===== src/hdl/rxe_pkg.sv =====
// Shared constants and types for the receive equaliser control block.
package rxe_pkg;

  // Channel count and table geometry.
  localparam int unsigned NUM_CH      = 2;
  localparam int unsigned TBL_DEPTH   = 16;
  localparam int unsigned STAGE_W     = 2;
  localparam int unsigned NUM_STAGES  = 4;
  localparam int unsigned BOOST_W     = STAGE_W * NUM_STAGES;
  localparam int unsigned EYE_W       = 8;

  // Channel register offsets.
  localparam logic [7:0] REG_STATUS   = 8'h01;
  localparam logic [7:0] REG_BOOST    = 8'h02;
  localparam logic [7:0] REG_CMD      = 8'h0a;
  localparam logic [7:0] REG_LE_GAIN  = 8'h13;
  localparam logic [7:0] REG_SIGDET   = 8'h14;
  localparam logic [7:0] REG_DFE_CTRL = 8'h1e;
  localparam logic [7:0] REG_TAP1     = 8'h21;
  localparam logic [7:0] REG_TAP5     = 8'h25;
  localparam logic [7:0] REG_TBL_LO   = 8'h40;
  localparam logic [7:0] REG_TBL_HI   = 8'h4f;
  localparam logic [7:0] REG_VGA      = 8'h8e;
  localparam logic [7:0] REG_XPOINT   = 8'h96;

  // Field positions.
  localparam int unsigned CMD_READAPT_BIT = 0;
  localparam int unsigned CMD_CDR_RST_BIT = 2;
  localparam int unsigned LE_GAIN_BIT     = 5;
  localparam int unsigned VGA_EN_BIT      = 0;
  localparam int unsigned DFE_AUTO_BIT    = 2;
  localparam int unsigned DFE_CONT_BIT    = 3;
  localparam int unsigned TAP_POL_BIT     = 7;
  localparam int unsigned XPT_EN_BIT      = 0;
  localparam int unsigned XPT_SRC_BIT     = 3;

  // Reset values.
  localparam logic [7:0] TBL_RST      = 8'h00;
  localparam logic       VGA_RST      = 1'b1;
  localparam logic       LE_GAIN_RST  = 1'b0;
  localparam logic [1:0] SIGDET_RST   = 2'h0;
  localparam logic [3:0] DFE_CTRL_RST = 4'h0;
  localparam logic [3:0] XPOINT_RST   = 4'h0;

  // Signal-detect override encodings.
  localparam logic [1:0] SD_AUTO      = 2'h0;
  localparam logic [1:0] SD_FORCE_ON  = 2'h1;
  localparam logic [1:0] SD_FORCE_OFF = 2'h2;

  // Feedback equaliser enable levels and tap masks.
  localparam logic [1:0] DFE_LVL_OFF  = 2'h0;
  localparam logic [1:0] DFE_LVL_TWO  = 2'h1;
  localparam logic [1:0] DFE_LVL_ALL  = 2'h2;
  localparam logic [4:0] TAPS_TWO     = 5'h03;
  localparam logic [4:0] TAPS_ALL     = 5'h1f;

  // Cross-point routing modes.
  localparam logic [1:0] XPT_MUX      = 2'h0;
  localparam logic [1:0] XPT_FANOUT   = 2'h1;
  localparam logic [1:0] XPT_SWAP     = 2'h2;

  // Adaptation sequencer states.
  typedef enum logic [2:0] {
    ST_IDLE   = 3'b000,
    ST_APPLY  = 3'b001,
    ST_MEAS   = 3'b010,
    ST_PICK   = 3'b011,
    ST_LOCK   = 3'b100,
    ST_FROZEN = 3'b101
  } rxe_adapt_state_t;

endpackage : rxe_pkg


===== src/hdl/rxe_sync.sv =====
// Three-stage synchroniser with agreement filter for pin inputs.
`timescale 1ns/100ps
module rxe_sync #(
  parameter int unsigned W = 2
) (
  input  wire logic         i_core_clk,
  input  wire logic         i_rst_n,
  input  wire logic [W-1:0] i_async,
  output logic      [W-1:0] o_sync
);

  typedef struct packed {
    logic [W-1:0] s1;
    logic [W-1:0] s2;
    logic [W-1:0] s3;
    logic [W-1:0] out;
  } rxe_sync_st_t;

  rxe_sync_st_t st_q;
  rxe_sync_st_t st_d;

  // A bit only moves once the second and third stages agree.
  always_comb
  begin
    st_d    = st_q;
    st_d.s1 = i_async;
    st_d.s2 = st_q.s1;
    st_d.s3 = st_q.s2;
    for (int i = 0; i < W; i++)
    begin
      if (st_q.s2[i] == st_q.s3[i])
      begin
        st_d.out[i] = st_q.s3[i];
      end
    end
  end

  // State register.
  always_ff @(posedge i_core_clk)
  begin
    if (!i_rst_n)
    begin
      st_q <= '0;
    end
    else
    begin
      st_q <= st_d;
    end
  end

  assign o_sync = st_q.out;

endmodule : rxe_sync


===== src/hdl/rxe_adapt.sv =====
// Linear equaliser boost search and freeze sequencer for one channel.
`timescale 1ns/100ps
module rxe_adapt (
  input  wire logic                     i_core_clk,
  input  wire logic                     i_rst_n,
  input  wire logic                     i_path_on,
  input  wire logic                     i_lock,
  input  wire logic                     i_restart,
  input  wire logic [16*8-1:0]          i_table,
  input  wire logic                     i_eye_valid,
  input  wire logic [7:0]               i_heo,
  input  wire logic [7:0]               i_veo,
  output logic      [7:0]               o_boost,
  output logic                          o_meas_req,
  output logic                          o_acquiring,
  output logic      [3:0]               o_idx,
  output logic      [2:0]               o_state
);

  typedef struct packed {
    rxe_pkg::rxe_adapt_state_t state;
    logic [3:0] idx;
    logic [3:0] best_idx;
    logic [8:0] best_fom;
    logic [7:0] boost;
    logic       meas_req;
  } rxe_adapt_st_t;

  rxe_adapt_st_t st_q;
  rxe_adapt_st_t st_d;
  logic [8:0]    figure_of_merit_score;

  // Score is the sum of eye width and height.
  assign figure_of_merit_score = {1'b0, i_heo} + {1'b0, i_veo};

  // Walk the table, keep the best score, apply it and freeze on lock.
  always_comb
  begin
    st_d          = st_q;
    st_d.meas_req = 1'b0;
    case (st_q.state)
      rxe_pkg::ST_IDLE:
      begin
        st_d.state = rxe_pkg::ST_APPLY;
        st_d.idx   = 4'h0;
      end
      rxe_pkg::ST_APPLY:
      begin
        st_d.boost    = i_table[{st_q.idx, 3'b000} +: 8];
        st_d.meas_req = 1'b1;
        st_d.state    = rxe_pkg::ST_MEAS;
      end
      rxe_pkg::ST_MEAS:
      begin
        if (i_eye_valid)
        begin
          if (st_q.idx == 4'h0 || figure_of_merit_score > st_q.best_fom)
          begin
            st_d.best_fom = figure_of_merit_score;
            st_d.best_idx = st_q.idx;
          end
          if (st_q.idx == 4'hf)
          begin
            st_d.state = rxe_pkg::ST_PICK;
          end
          else
          begin
            st_d.idx   = st_q.idx + 4'h1;
            st_d.state = rxe_pkg::ST_APPLY;
          end
        end
      end
      rxe_pkg::ST_PICK:
      begin
        st_d.idx   = st_q.best_idx;
        st_d.boost = i_table[{st_q.best_idx, 3'b000} +: 8];
        st_d.state = rxe_pkg::ST_LOCK;
      end
      rxe_pkg::ST_LOCK:
      begin
        if (i_lock)
        begin
          st_d.state = rxe_pkg::ST_FROZEN;
        end
      end
      rxe_pkg::ST_FROZEN:
      begin
        // Losing lock means acquisition restarts, so the search reruns.
        if (!i_lock)
        begin
          st_d.idx   = 4'h0;
          st_d.state = rxe_pkg::ST_APPLY;
        end
      end
      default:
      begin
        st_d.state = rxe_pkg::ST_IDLE;
      end
    endcase
    // Host command and a loop reset both start a fresh search.
    if (i_restart)
    begin
      st_d.idx   = 4'h0;
      st_d.state = rxe_pkg::ST_APPLY;
    end
    if (!i_path_on)
    begin
      st_d.state = rxe_pkg::ST_IDLE;
    end
  end

  // State register.
  always_ff @(posedge i_core_clk)
  begin
    if (!i_rst_n)
    begin
      st_q <= '{state: rxe_pkg::ST_IDLE, default: '0};
    end
    else
    begin
      st_q <= st_d;
    end
  end

  assign o_boost     = st_q.boost;
  assign o_meas_req  = st_q.meas_req;
  assign o_acquiring = (st_q.state != rxe_pkg::ST_IDLE)
                    && (st_q.state != rxe_pkg::ST_FROZEN);
  assign o_idx       = st_q.idx;
  assign o_state     = st_q.state;

endmodule : rxe_adapt


===== src/hdl/rxe_ctrl.sv =====
// Receive conditioning control for both channels of the retimer.
//
// Behaviour
// - Two channels, independent control except the shared cross-point register.
// - Signal detect powers data path by default.
// - Host may override signal-detect gating per channel.
// - Boost chosen by eye width plus height.
// - Boost frozen after lock until re-adapt.
// - Loop reset starts a fresh adaptation.
// - Boost is four two-bit stage fields.
// - Search only the sixteen table entries.
// - Gain stage enable bit, on at reset.
// - Separate linear equaliser DC gain bit.
// - Cross-point does mux, fanout and swap.
// - Feedback equaliser off until host enables.
// - Feedback adapts at acquisition or continuously.
// - Enable levels all taps, two, none.
// - Unit-spaced taps with weight and polarity.
// - Tap one 0-31, others 0-15.
// - Polarity 0 positive, 1 negative feedback.
`timescale 1ns/100ps
module rxe_ctrl (
  input  wire logic        i_core_clk,
  input  wire logic        i_rst_n,
  // Decoded channel-register access.
  input  wire logic        i_reg_wr,
  input  wire logic        i_reg_rd,
  input  wire logic        i_reg_chan,
  input  wire logic [7:0]  i_reg_addr,
  input  wire logic [7:0]  i_reg_wdata,
  output logic      [7:0]  o_reg_rdata,
  output logic             o_reg_rvalid,
  // Analogue status pins, asynchronous.
  input  wire logic [1:0]  i_sig_det,
  input  wire logic [1:0]  i_cdr_lock,
  // Eye monitor results, core clock domain.
  input  wire logic [1:0]  i_eye_valid,
  input  wire logic [15:0] i_heo,
  input  wire logic [15:0] i_veo,
  // Controls to the analogue path.
  output logic      [1:0]  o_path_on,
  output logic      [1:0]  o_meas_req,
  output logic      [15:0] o_boost,
  output logic      [1:0]  o_vga_en,
  output logic      [1:0]  o_le_gain,
  output logic      [1:0]  o_cdr_reset,
  output logic      [1:0]  o_xpt_en,
  output logic      [1:0]  o_xpt_src,
  output logic      [9:0]  o_dfe_tap_en,
  output logic      [1:0]  o_dfe_adapt,
  output logic      [9:0]  o_dfe_tap1_wt,
  output logic      [31:0] o_dfe_tapn_wt,
  output logic      [9:0]  o_dfe_pol
);

  localparam int unsigned NCH = rxe_pkg::NUM_CH;

  typedef struct packed {
    logic [NCH-1:0][15:0][7:0] tbl;
    logic [NCH-1:0]            vga;
    logic [NCH-1:0]            le_gain;
    logic [NCH-1:0][1:0]       sd_mode;
    logic [NCH-1:0][3:0]       dfe_ctrl;
    logic [NCH-1:0][4:0]       tap1;
    logic [NCH-1:0][3:0][3:0]  tapn;
    logic [NCH-1:0][4:0]       pol;
    logic [3:0]                xpt;
    logic [NCH-1:0]            restart;
    logic [NCH-1:0]            cdr_rst;
    logic [NCH-1:0]            path_on;
    logic [NCH-1:0][4:0]       tap_en;
    logic [NCH-1:0]            dfe_adapt;
    logic [NCH-1:0]            xpt_en;
    logic [NCH-1:0]            xpt_src;
    logic [7:0]                rdata;
    logic                      rvalid;
  } rxe_ctrl_st_t;

  rxe_ctrl_st_t     st_q;
  rxe_ctrl_st_t     st_d;
  logic [NCH-1:0]   sd_sync;
  logic [NCH-1:0]   lock_sync;
  logic [NCH-1:0]   acquiring;
  logic [NCH-1:0][7:0] boost;
  logic [NCH-1:0][3:0] ad_idx;
  logic [NCH-1:0][2:0] ad_state;
  logic [NCH-1:0]   meas_req;

  // Both status pins cross into the core clock through one filter each.
  rxe_sync #(
    .W (2 * NCH)
  ) u_sync (
    .i_core_clk (i_core_clk),
    .i_rst_n    (i_rst_n),
    .i_async    ({i_cdr_lock, i_sig_det}),
    .o_sync     ({lock_sync, sd_sync})
  );

  // One adaptation sequencer per channel, sharing nothing.
  for (genvar c = 0; c < NCH; c++)
  begin : g_adapt
    rxe_adapt u_adapt (
      .i_core_clk  (i_core_clk),
      .i_rst_n     (i_rst_n),
      .i_path_on   (st_q.path_on[c]),
      .i_lock      (lock_sync[c]),
      .i_restart   (st_q.restart[c] | st_q.cdr_rst[c]),
      .i_table     (st_q.tbl[c]),
      .i_eye_valid (i_eye_valid[c]),
      .i_heo       (i_heo[c*8 +: 8]),
      .i_veo       (i_veo[c*8 +: 8]),
      .o_boost     (boost[c]),
      .o_meas_req  (meas_req[c]),
      .o_acquiring (acquiring[c]),
      .o_idx       (ad_idx[c]),
      .o_state     (ad_state[c])
    );
  end

  // Register writes, derived controls and read-back.
  always_comb
  begin
    logic       ch;
    logic [3:0] ti;
    logic [2:0] tn;
    ch           = i_reg_chan;
    ti           = i_reg_addr[3:0];
    tn           = 3'(i_reg_addr - rxe_pkg::REG_TAP1);
    st_d         = st_q;
    st_d.restart = '0;
    st_d.cdr_rst = '0;
    st_d.rvalid  = i_reg_rd;
    st_d.rdata   = 8'h00;
    if (i_reg_wr)
    begin
      if (i_reg_addr >= rxe_pkg::REG_TBL_LO
          && i_reg_addr <= rxe_pkg::REG_TBL_HI)
      begin
        st_d.tbl[ch][ti] = i_reg_wdata;
      end
      else if (i_reg_addr >= rxe_pkg::REG_TAP1
               && i_reg_addr <= rxe_pkg::REG_TAP5)
      begin
        // Taps are taken as written; auto-adapt must be off first.
        st_d.pol[ch][tn] = i_reg_wdata[rxe_pkg::TAP_POL_BIT];
        if (tn == 3'h0)
        begin
          st_d.tap1[ch] = i_reg_wdata[4:0];
        end
        else
        begin
          st_d.tapn[ch][2'(tn - 3'h1)] = i_reg_wdata[3:0];
        end
      end
      else
      begin
        case (i_reg_addr)
          rxe_pkg::REG_CMD:
          begin
            st_d.restart[ch] = i_reg_wdata[rxe_pkg::CMD_READAPT_BIT];
            st_d.cdr_rst[ch] = i_reg_wdata[rxe_pkg::CMD_CDR_RST_BIT];
          end
          rxe_pkg::REG_LE_GAIN:
          begin
            st_d.le_gain[ch] = i_reg_wdata[rxe_pkg::LE_GAIN_BIT];
          end
          rxe_pkg::REG_VGA:
          begin
            st_d.vga[ch] = i_reg_wdata[rxe_pkg::VGA_EN_BIT];
          end
          rxe_pkg::REG_SIGDET:
          begin
            st_d.sd_mode[ch] = i_reg_wdata[1:0];
          end
          rxe_pkg::REG_DFE_CTRL:
          begin
            st_d.dfe_ctrl[ch] = i_reg_wdata[3:0];
          end
          rxe_pkg::REG_XPOINT:
          begin
            st_d.xpt = i_reg_wdata[3:0];
          end
          default:
          begin
            st_d.rvalid = i_reg_rd;
          end
        endcase
      end
    end

    // Per-channel gating and feedback equaliser controls.
    for (int c = 0; c < NCH; c++)
    begin
      case (st_q.sd_mode[c])
        rxe_pkg::SD_FORCE_ON:  st_d.path_on[c] = 1'b1;
        rxe_pkg::SD_FORCE_OFF: st_d.path_on[c] = 1'b0;
        default:               st_d.path_on[c] = sd_sync[c];
      endcase
      case (st_q.dfe_ctrl[c][1:0])
        rxe_pkg::DFE_LVL_ALL: st_d.tap_en[c] = rxe_pkg::TAPS_ALL;
        rxe_pkg::DFE_LVL_TWO: st_d.tap_en[c] = rxe_pkg::TAPS_TWO;
        default:              st_d.tap_en[c] = 5'h00;
      endcase
      // Adapts only when taps are on, auto mode set, and in its window.
      // Level code 3 also means no taps, so it must not enable adaptation.
      st_d.dfe_adapt[c] = ((st_q.dfe_ctrl[c][1:0] == rxe_pkg::DFE_LVL_TWO)
          || (st_q.dfe_ctrl[c][1:0] == rxe_pkg::DFE_LVL_ALL))
        && st_q.dfe_ctrl[c][rxe_pkg::DFE_AUTO_BIT]
        && (st_q.dfe_ctrl[c][rxe_pkg::DFE_CONT_BIT] || acquiring[c]);
    end

    // Cross-point: lane n output takes data from channel xpt_src[n].
    st_d.xpt_en  = {NCH{st_q.xpt[rxe_pkg::XPT_EN_BIT]}};
    st_d.xpt_src = 2'b10;
    if (st_q.xpt[rxe_pkg::XPT_EN_BIT])
    begin
      case (st_q.xpt[2:1])
        rxe_pkg::XPT_MUX:
          st_d.xpt_src[0] = st_q.xpt[rxe_pkg::XPT_SRC_BIT];
        rxe_pkg::XPT_FANOUT:
          st_d.xpt_src = {2{st_q.xpt[rxe_pkg::XPT_SRC_BIT]}};
        rxe_pkg::XPT_SWAP:
          st_d.xpt_src = 2'b01;
        default:
          st_d.xpt_src = 2'b10;
      endcase
    end

    // Read-back; unmapped offsets and command bits read as zero.
    if (i_reg_rd)
    begin
      if (i_reg_addr >= rxe_pkg::REG_TBL_LO
          && i_reg_addr <= rxe_pkg::REG_TBL_HI)
      begin
        st_d.rdata = st_q.tbl[ch][ti];
      end
      else if (i_reg_addr >= rxe_pkg::REG_TAP1
               && i_reg_addr <= rxe_pkg::REG_TAP5)
      begin
        st_d.rdata[rxe_pkg::TAP_POL_BIT] = st_q.pol[ch][tn];
        if (tn == 3'h0)
        begin
          st_d.rdata[4:0] = st_q.tap1[ch];
        end
        else
        begin
          st_d.rdata[3:0] = st_q.tapn[ch][2'(tn - 3'h1)];
        end
      end
      else
      begin
        case (i_reg_addr)
          rxe_pkg::REG_STATUS:
            st_d.rdata = {st_q.path_on[ch], ad_idx[ch], ad_state[ch]};
          rxe_pkg::REG_BOOST:
            st_d.rdata = boost[ch];
          rxe_pkg::REG_LE_GAIN:
            st_d.rdata[rxe_pkg::LE_GAIN_BIT] = st_q.le_gain[ch];
          rxe_pkg::REG_VGA:
            st_d.rdata[rxe_pkg::VGA_EN_BIT] = st_q.vga[ch];
          rxe_pkg::REG_SIGDET:
            st_d.rdata[1:0] = st_q.sd_mode[ch];
          rxe_pkg::REG_DFE_CTRL:
            st_d.rdata[3:0] = st_q.dfe_ctrl[ch];
          rxe_pkg::REG_XPOINT:
            st_d.rdata[3:0] = st_q.xpt;
          default:
            st_d.rdata = 8'h00;
        endcase
      end
    end
  end

  // State register; the table resets to a plain default pattern.
  always_ff @(posedge i_core_clk)
  begin
    if (!i_rst_n)
    begin
      st_q          <= '0;
      st_q.tbl      <= {(NCH * 16){rxe_pkg::TBL_RST}};
      st_q.vga      <= {NCH{rxe_pkg::VGA_RST}};
      st_q.le_gain  <= {NCH{rxe_pkg::LE_GAIN_RST}};
      st_q.sd_mode  <= {NCH{rxe_pkg::SIGDET_RST}};
      st_q.dfe_ctrl <= {NCH{rxe_pkg::DFE_CTRL_RST}};
      st_q.xpt      <= rxe_pkg::XPOINT_RST;
      st_q.xpt_src  <= 2'b10;
    end
    else
    begin
      st_q <= st_d;
    end
  end

  // Outputs straight from flip-flops.
  assign o_reg_rdata  = st_q.rdata;
  assign o_reg_rvalid = st_q.rvalid;
  assign o_path_on    = st_q.path_on;
  assign o_meas_req   = meas_req;
  assign o_boost      = boost;
  assign o_vga_en     = st_q.vga;
  assign o_le_gain    = st_q.le_gain;
  assign o_cdr_reset  = st_q.cdr_rst;
  assign o_xpt_en     = st_q.xpt_en;
  assign o_xpt_src    = st_q.xpt_src;
  assign o_dfe_tap_en = st_q.tap_en;
  assign o_dfe_adapt  = st_q.dfe_adapt;
  assign o_dfe_tap1_wt = st_q.tap1;
  assign o_dfe_tapn_wt = st_q.tapn;
  assign o_dfe_pol    = st_q.pol;

endmodule : rxe_ctrl


===== config.mk =====
export PLATFORM = sky130hd
export DESIGN_NAME = rxe_ctrl
export DESIGN_NICKNAME = d
export VERILOG_FILES = /design/src/hdl/rxe_pkg.sv /design/src/hdl/rxe_sync.sv /design/src/hdl/rxe_adapt.sv /design/src/hdl/rxe_ctrl.sv
export SDC_FILE = /design/constraint.sdc
export NUM_CORES = 1
export LEC_CHECK = 0
export BUFFER_PORTS_ARGS = -buffer_cell sky130_fd_sc_hd__buf_2
export CAP_MARGIN = 20
export CORE_ASPECT_RATIO = 0.8
export CORE_MARGIN = 2
export CORE_UTILIZATION = 35
export CTS_CLUSTER_DIAMETER = 60
export DETAILED_ROUTE_END_ITERATION = 8
export MAX_ROUTING_LAYER = met4
export PLACE_DENSITY_LB_ADDON = 0.25
export SYNTH_ARGS = -nofsm -noshare
export SYNTH_HDL_FRONTEND = slang
export SYNTH_SLANG_ARGS = --single-unit

===== constraint.sdc =====
create_clock -name i_core_clk -period 6.6 [get_ports i_core_clk]
set_input_delay 0.33 -clock i_core_clk [delete_from_list [all_inputs] [get_ports i_core_clk]]
set_output_delay 0.33 -clock i_core_clk [all_outputs]
set_load 0.1 [all_outputs]

==> results.py, run 1 <==
metrics = {
    "yosys": {
        "number_of_synthesized_flops_with_an_enable_pin": 0,
        "synth_ff_type": "sky130_fd_sc_hd__dfxtp_1",
        "async_flop_share_pct": 0,
        "synth_nets": 2809,
        "yosys_register_bits": 426,
        "ys.warnings.count": 0,
        "syn-cell-area_um2": 23100,
        "syn_area_per_cell_um2": 8.57,
        "synth_sequential_area_ratio_pct": 36.9,
        "netlist_instances": 2699,
        "yosysUniqueCellTypes": 71,
    },
    "grt": {
        "pin_count_of_the_biggest_net_entering_global_routing": 148,
        "global_route.overflow_total": 0,
        "global_route_wire_length_before_repair_mm": 130,
        "grt_util_all_layers_pct": 26.0,
        "first_global_vias": 19500,
        "grt_antenna_before_repair": 4,
    },
    "timing": {
        "grt_setup_unrepaired": "false",
        "worst_slew_margin_rel_pct": 21.8,
        "slew_at_the_pin_with_the_worst_max_slew_slack_ns": 1.17,
        "layout_worst_path_cycle_share_pct": 55.6,
        "final_max_slew_viol_count": 0,
        "finalClockSkew_ns": 0.0441,
        "worst_slack_ns": 2.93,
        "max_freq_mhz": 272,
        "total_of_endpoints_with_negative_setup_slack_in_the_final_report": 0,
        "finalHoldViolCount": 0,
        "finalWorstPathRequiredPeriod_ns": 3.67,
        "totalNegativeSetupSlack_ns": 0,
    },
    "setup_path": {
        "critical_path.slowest_cell": "sky130_fd_sc_hd__buf_4",
        "setup.worst_path.start_class": "flop",
        "worstReg2RegEnd": "g_adapt[1].u_adapt.o_boost[1]",
        "worst-endpoint-arrival_ns": 4.15,
        "cp-end-kind": "flop",
        "cp_slowest_stage_delay_ns": 0.60,
        "critical_path.max_fanout": 37,
        "rr_startpoint": "g_adapt[1].u_adapt.o_state[0]",
        "timing.critical_path.cells": "and3b_1 > mux2i_4 > buf_4 > buf_4 > mux2i_1 > mux2i_1 > a32oi_1 > o211ai_1",
        "timing.reg2reg.worst_path_depth": 8,
        "setup.worst_path.class": "flop to flop",
        "worst_ep_required_time_ns": 7.08,
        "reg2reg_setup_slack_ns": 2.93,
    },
    "routing": {
        "vias": 20800,
        "drt-pass1-iter-count": 7,
        "detail_route.drc_violations": 0,
        "ant_nets": 0,
        "drtIter0Drc": 2518,
        "detail_route.wl_per_cell_um": 24.8,
        "wirelength_mm": 87.7,
        "avgViaCountPerCell": 5.87,
    },
    "cts": {
        "clk_latency_ns": 0.61,
        "clock-root-buffer": "sky130_fd_sc_hd__clkbuf_16",
        "post-cts-setup-buffers": 0,
        "register_clock_pin_slew_on_the_reported_worst_setup_and_hold_paths_ns": 0.07,
        "tritoncts_sink_count": 426,
        "cts-htree-levels": 2,
        "ctsLongestPathBuffers": 3,
        "cts_tree": "done",
        "tritoncts.num_buffers": 46,
    },
    "floorplan": {
        "design.core.area_um2": 65600,
        "initial_utilization_pct": 35.3,
        "die_w_um": 291,
        "die_h_um": 234,
        "die_area_um2": 68200,
        "floorplan.rows": 84,
        "boundaryPins": 162,
    },
    "power": {
        "peakVddDrop_uv": 143,
        "power.static_leakage_nw": 9.69,
        "power.density_nw_per_um2": 224,
    },
    "worst_hold_path": {
        "worst_hold_path_type": "input pin to flop",
        "hold-path-endpoint": "st_d[11]",
        "worstHoldStart": "i_reg_wr",
        "hold_depth": 3,
    },
    "finish": {
        "fillCellCount": 6648,
        "syn_to_final_growth_pct": 9.21,
        "final-seq-area_um2": 8530,
        "area_taken_by_multi_input_logic_gates_um2": 12800,
        "final_layout_size_suffix_gt1_share_pct": 14.9,
        "final_net_count": 2749,
    },
    "run_status": {
        "run_status": "finished, final reports clean",
    },
    "placement": {
        "place_ws_ns": 2.72,
        "detailedPlacementHpwl_mm": 61.7,
        "gp_congestion": 1.01,
        "placement.io_buffers": 161,
    },
    "job": {
        "cap_violations": 0,
    },
}
==> stage by stage <==
step / hold WS, ns / instances / area [µm²] / util, % / total power, mW
4_1_cts: 0.0807 / 3535 / 25200 / 38.5 / 5.69
5_1_grt: 0.113 / 3539 / 25300 / 38.5 / 5.82
2_1_floorplan: 0.412 / 2699 / 23100 / - / 2.90
3_5_place_dp: 0.420 / 3446 / 23700 / 36.1 / 3.02
6_report: 0.108 / 3541 / 25300 / 38.5 / 5.65
3_3_place_gp: 0.415 / 3445 / 23700 / 36.1 / 3.02
==> power by group <==
part	total (mW)	leakage, nW	internal [mW]	switching (mW)
sequential	2.58	3.43	2.58	0.00339
clock	2.68	0.757	1.53	1.15
combinational	0.393	5.50	0.116	0.277
==> worst max path at each step <==
stage / slack (ns) / depth (start not counted) / start / endpoint
finish: 2.93 / 8 / g_adapt[1].u_adapt.o_state[0] / g_adapt[1].u_adapt.o_boost[1]
global route: 2.75 / 8 / g_adapt[1].u_adapt.o_state[0] / g_adapt[1].u_adapt.o_boost[1]
CTS: 3.06 / 7 / g_adapt[0].u_adapt.o_state[1] / g_adapt[0].u_adapt.o_boost[6]
detailed placement: 2.72 / 14 / i_heo[0] / g_adapt[0].u_adapt.st_q[17]
global placement: 2.80 / 15 / i_heo[8] / g_adapt[1].u_adapt.st_q[15]
floorplan: 3.37 / 13 / i_heo[0] / g_adapt[0].u_adapt.st_q[20]
==> sequential cells by signal, summed over array words and instances (netlist names), 4 cells and up <==
name / flops
st_q: 273
g_adapt.u_adapt.o_state: 6
g_adapt.u_adapt.o_boost: 16
g_adapt.u_adapt.o_idx: 8
o_reg_rdata: 8
g_adapt.u_adapt.st_q: 26
u_sync.o_sync: 4
o_dfe_pol: 10
o_dfe_tap_en: 4
o_dfe_tapn_wt: 32
u_sync.st_d: 8
o_dfe_tap1_wt: 10
u_sync.st_q: 4
==> logic make-up after synthesis <==
| kind of cell | after synthesis | share of synthesized area, % |
|---|---|---|
| compound gates | 540 | 14.0 |
| buf+inv | 349 | 7.87 |
| xor+xnor | 15 | 0.568 |
| mux | 321 | 19.0 |
| flops | 426 | 36.9 |
| fa+ha+maj | 51 | 2.82 |
| simple gates | 997 | 18.9 |
==> placed cells by master, fill, tap and decap left out, drive strengths merged, types with 10 or more instances in the layout <==
master,instances
nand4,15
and2,38
nor2b,27
nor3,24
nand2b,11
nand3,123
dfxtp,426
clkbuf,67
inv,40
a22oi,12
mux2i,219
o221ai,10
ha,49
mux4,90
o211ai,15
a21oi,290
a21o,16
mux2,12
nor2,214
clkinv,13
a211oi,33
and3,20
buf,198
nand2,487
o21ai,75
a31oi,15
==> layout make-up <==
cell class / instances / area share, %
Clock buffer: 66 / 5.13
Tap cell: 860 / 4.26
Sequential cell: 426 / 33.8
Timing Repair Buffer: 203 / 4.51
Multi-Input combinational cell: 1924 / 50.8
Clock inverter: 19 / 0.916
Inverter: 38 / 0.594
Antenna cell: 5 / 0.0495
==> metal layers <==
layer | track usage, % | part of all wire [%]
met2 | 35.9 | 41
met3 | 5.49 | 11
met5 | - | 0
met4 | 9.60 | 3.7
met1 | 36.8 | 45
==> Yosys cell counts, drive strengths merged, types with 15 or more instances <==
library cell / number / area share (%)
and2: 38 / 1.0
a211oi: 33 / 1.1
nand2: 487 / 7.9
dfxtp: 426 / 37
clkbuf: 142 / 2.3
inv: 38 / 0.62
a21oi: 290 / 6.3
o211ai: 15 / 0.49
nor2b: 27 / 0.73
mux2i: 219 / 9.6
o21ai: 75 / 1.6
ha: 49 / 2.7
a21o: 16 / 0.52
mux4: 90 / 8.8
nor3: 24 / 0.52
nand4: 15 / 0.41
and3: 20 / 0.54
a31oi: 15 / 0.41
nor2: 214 / 3.5
buf: 169 / 5.0
nand3: 123 / 2.7
==> worst max-delay path: cells and delay by family (launching register included) <==
kind | cells | cell delay, ns
DFF | 1 | 0.57
muxes | 3 | 0.82
AOI/OAI and AO/OA | 2 | 0.49
and+or+nand+nor | 1 | 0.55
buffers and inverters | 2 | 1.09
==> what timing repair did <==
| action | in CTS | in global routing |
|---|---|---|
| hold buffers | 4 | 0 |
| gates resized for setup | 0 | 0 |
| endpoints found under the hold margin | 4 | 0 |
(Power assumes the default switching activity.)
==> run 2, diff against run 1 <==
Clock period 6.6 ns to 3.6 ns, I/O delays scaled along.
==> run 2 against run 1 <==
  * Count of clock-buffer cells in the layout shrank 3
  * Sequential share of layout area down 0.56 points
  * Global-route usage increased by 0.083 points
  * First-iteration DRC count rose by 4.3%
  * Setup slack lost 2.4 ns
  * Largest cell class unchanged
==> results.py, run 2 (synthesized netlist as in run 1, its figures left out) <==
metrics = {
    "timing": {
        "finalWorstPathRequiredPeriod_ns": 3.10,
        "layout_worst_path_cycle_share_pct": 86.2,
        "final_max_slew_viol_count": 0,
        "totalNegativeSetupSlack_ns": 0,
        "max_freq_mhz": 322,
        "grt_setup_unrepaired": "false",
        "finalClockSkew_ns": 0.0239,
        "worst_slew_margin_rel_pct": 18.3,
        "total_of_endpoints_with_negative_setup_slack_in_the_final_report": 0,
        "finalHoldViolCount": 0,
        "worst_hold_slack_ns": 0.0287,
        "slew_at_the_pin_with_the_worst_max_slew_slack_ns": 1.22,
    },
    "cts": {
        "cts-htree-levels": 2,
        "holdBufCountCts": 7,
        "cts_tree": "done",
        "clk_latency_ns": 0.60,
        "clock-root-buffer": "sky130_fd_sc_hd__clkbuf_16",
        "cts_resized": 0,
        "ctsLongestPathBuffers": 3,
        "tritoncts.num_buffers": 47,
        "register_clock_pin_slew_on_the_reported_worst_setup_and_hold_paths_ns": 0.06,
        "post-cts-setup-buffers": 0,
        "tritoncts_sink_count": 426,
    },
    "job": {
        "cap_violations": 0,
    },
    "finish": {
        "final_net_count": 2792,
        "final-seq-area_um2": 8530,
        "final_layout_size_suffix_gt1_share_pct": 16.2,
        "fillCellCount": 6650,
        "area_taken_by_multi_input_logic_gates_um2": 12800,
        "layout_common_cells": "487 x sky130_fd_sc_hd__nand2_1, 426 x sky130_fd_sc_hd__dfxtp_1, 289 x sky130_fd_sc_hd__a21oi_1",
        "antenna-diode-count": 0,
        "syn_to_final_growth_pct": 11.1,
        "largest_reg_flops": 273,
        "most_common_library_cell_in_the_layout_ignoring_fill_and_taps": "sky130_fd_sc_hd__nand2_1",
        "largest_register": "st_q",
    },
    "floorplan": {
        "die_w_um": 291,
        "initial_utilization_pct": 35.3,
        "die_h_um": 234,
        "floorplan.rows": 84,
        "design.core.area_um2": 65600,
        "die_area_um2": 68200,
        "boundaryPins": 162,
    },
    "routing": {
        "avgViaCountPerCell": 5.84,
        "drtIter0Drc": 2627,
        "detail_route.wl_per_cell_um": 24.7,
        "drt-pass1-iter-count": 6,
        "vias": 20900,
        "ant_nets": 0,
        "detail_route.drc_violations": 0,
        "wirelength_mm": 88.4,
    },
    "setup_path": {
        "setup.worst_path.class": "flop to flop",
        "setup.worst_path.start_class": "flop",
        "worst_ep_required_time_ns": 4.14,
        "timing.critical_path.cells": "and3b_1 > mux2i_4 > buf_4 > mux2i_1 > a222oi_1 > o211ai_1 > nand3_1",
        "cp_slowest_stage_delay_ns": 0.78,
        "critical_path.max_fanout": 16,
        "critical_path.slowest_cell": "sky130_fd_sc_hd__a222oi_1",
        "worst-endpoint-arrival_ns": 3.64,
        "cp-end-kind": "flop",
    },
    "placement": {
        "gp_congestion": 1.01,
        "placement.io_buffers": 161,
        "detailedPlacementHpwl_mm": 63.1,
    },
    "worst_hold_path": {
        "worst_hold_path_type": "input pin to flop",
    },
    "run_status": {
        "run_status": "finished, final reports clean",
    },
    "power": {
        "power.static_leakage_nw": 9.95,
        "power.density_nw_per_um2": 411,
        "peakVddDrop_uv": 308,
    },
    "grt": {
        "global_route_wire_length_before_repair_mm": 130,
        "grt_util_all_layers_pct": 26.0,
        "pin_count_of_the_biggest_net_entering_global_routing": 111,
        "first_global_vias": 19400,
        "grt_antenna_before_repair": 0,
        "global_route.overflow_total": 0,
    },
}
run 2: cell count changes in the layout (fill, tap and decap cells not counted), sizes merged:
| cell | delta |
|---|---|
| buf | +40 |
| bufinv | +1 |
| clkbuf | -4 |
| clkinv | -3 |
| clkinvlp | +3 |
| diode | -5 |
| dlygate4sd3 | +3 |
| inv | +1 |
run 2: per-stage QoR:
step | power [mW] | setup WS (ns) | cell area, µm² | std cells | utilization (%)
after detailed placement | 5.56 | 0.263 | 24000 | 3486 | 36.6
final | 10.6 | 0.495 | 25700 | 3577 | 39.2
after global placement | 5.55 | 0.307 | 24000 | 3486 | 36.6
after floorplan | 5.31 | 0.518 | 23100 | 2699 | -
after global routing | 10.9 | 0.362 | 25700 | 3577 | 39.2
after CTS | 10.6 | 0.597 | 25700 | 3577 | 39.2
run 2: worst max-delay path, delay by kind of cell, from the launching register on:
kind / cells / cell delay (ns)
mux: 2 / 0.41
simple gates: 2 / 0.66
buf+inv: 1 / 0.33
compound gates: 2 / 0.96
flops: 1 / 0.67
run 2: worst paths after layout:
path	startpoint	endpoint	slack, ns	cells after the start
worst min register to register	u_sync.st_d[10]	u_sync.st_d[6]	0.43	1
worst max register to register	g_adapt[0].u_adapt.o_state[0]	g_adapt[0].u_adapt.o_boost[4]	0.50	7
worst max-delay path	g_adapt[0].u_adapt.o_state[0]	g_adapt[0].u_adapt.o_boost[4]	0.50	7
worst min-delay path	i_eye_valid[0]	g_adapt[0].u_adapt.o_state[1]	0.03	4
run 2: metal layers:
layer	routed length, µm	vias to the layer above	track usage, %
met1	39600	10300	36.3
met2	36300	1093	36.5
met4	2540	0	8.02
met5	0	-	-
li1	-	9388	-
met3	9970	149	6.93
run 2: power breakdown:
part	switching (mW)	leakage, nW	internal [mW]
clock	2.14	0.777	2.95
sequential	0.00537	3.43	4.72
combinational	0.513	5.74	0.230
run 2: area by class of cell:
cell class,instances,area share [%]
repair buffers,245,5.97
clock buffers,63,5.16
well taps,860,4.19
multi-input cells,1924,49.9
inverters,38,0.585
clock inverters,21,1.01
flip-flops and latches,426,33.2
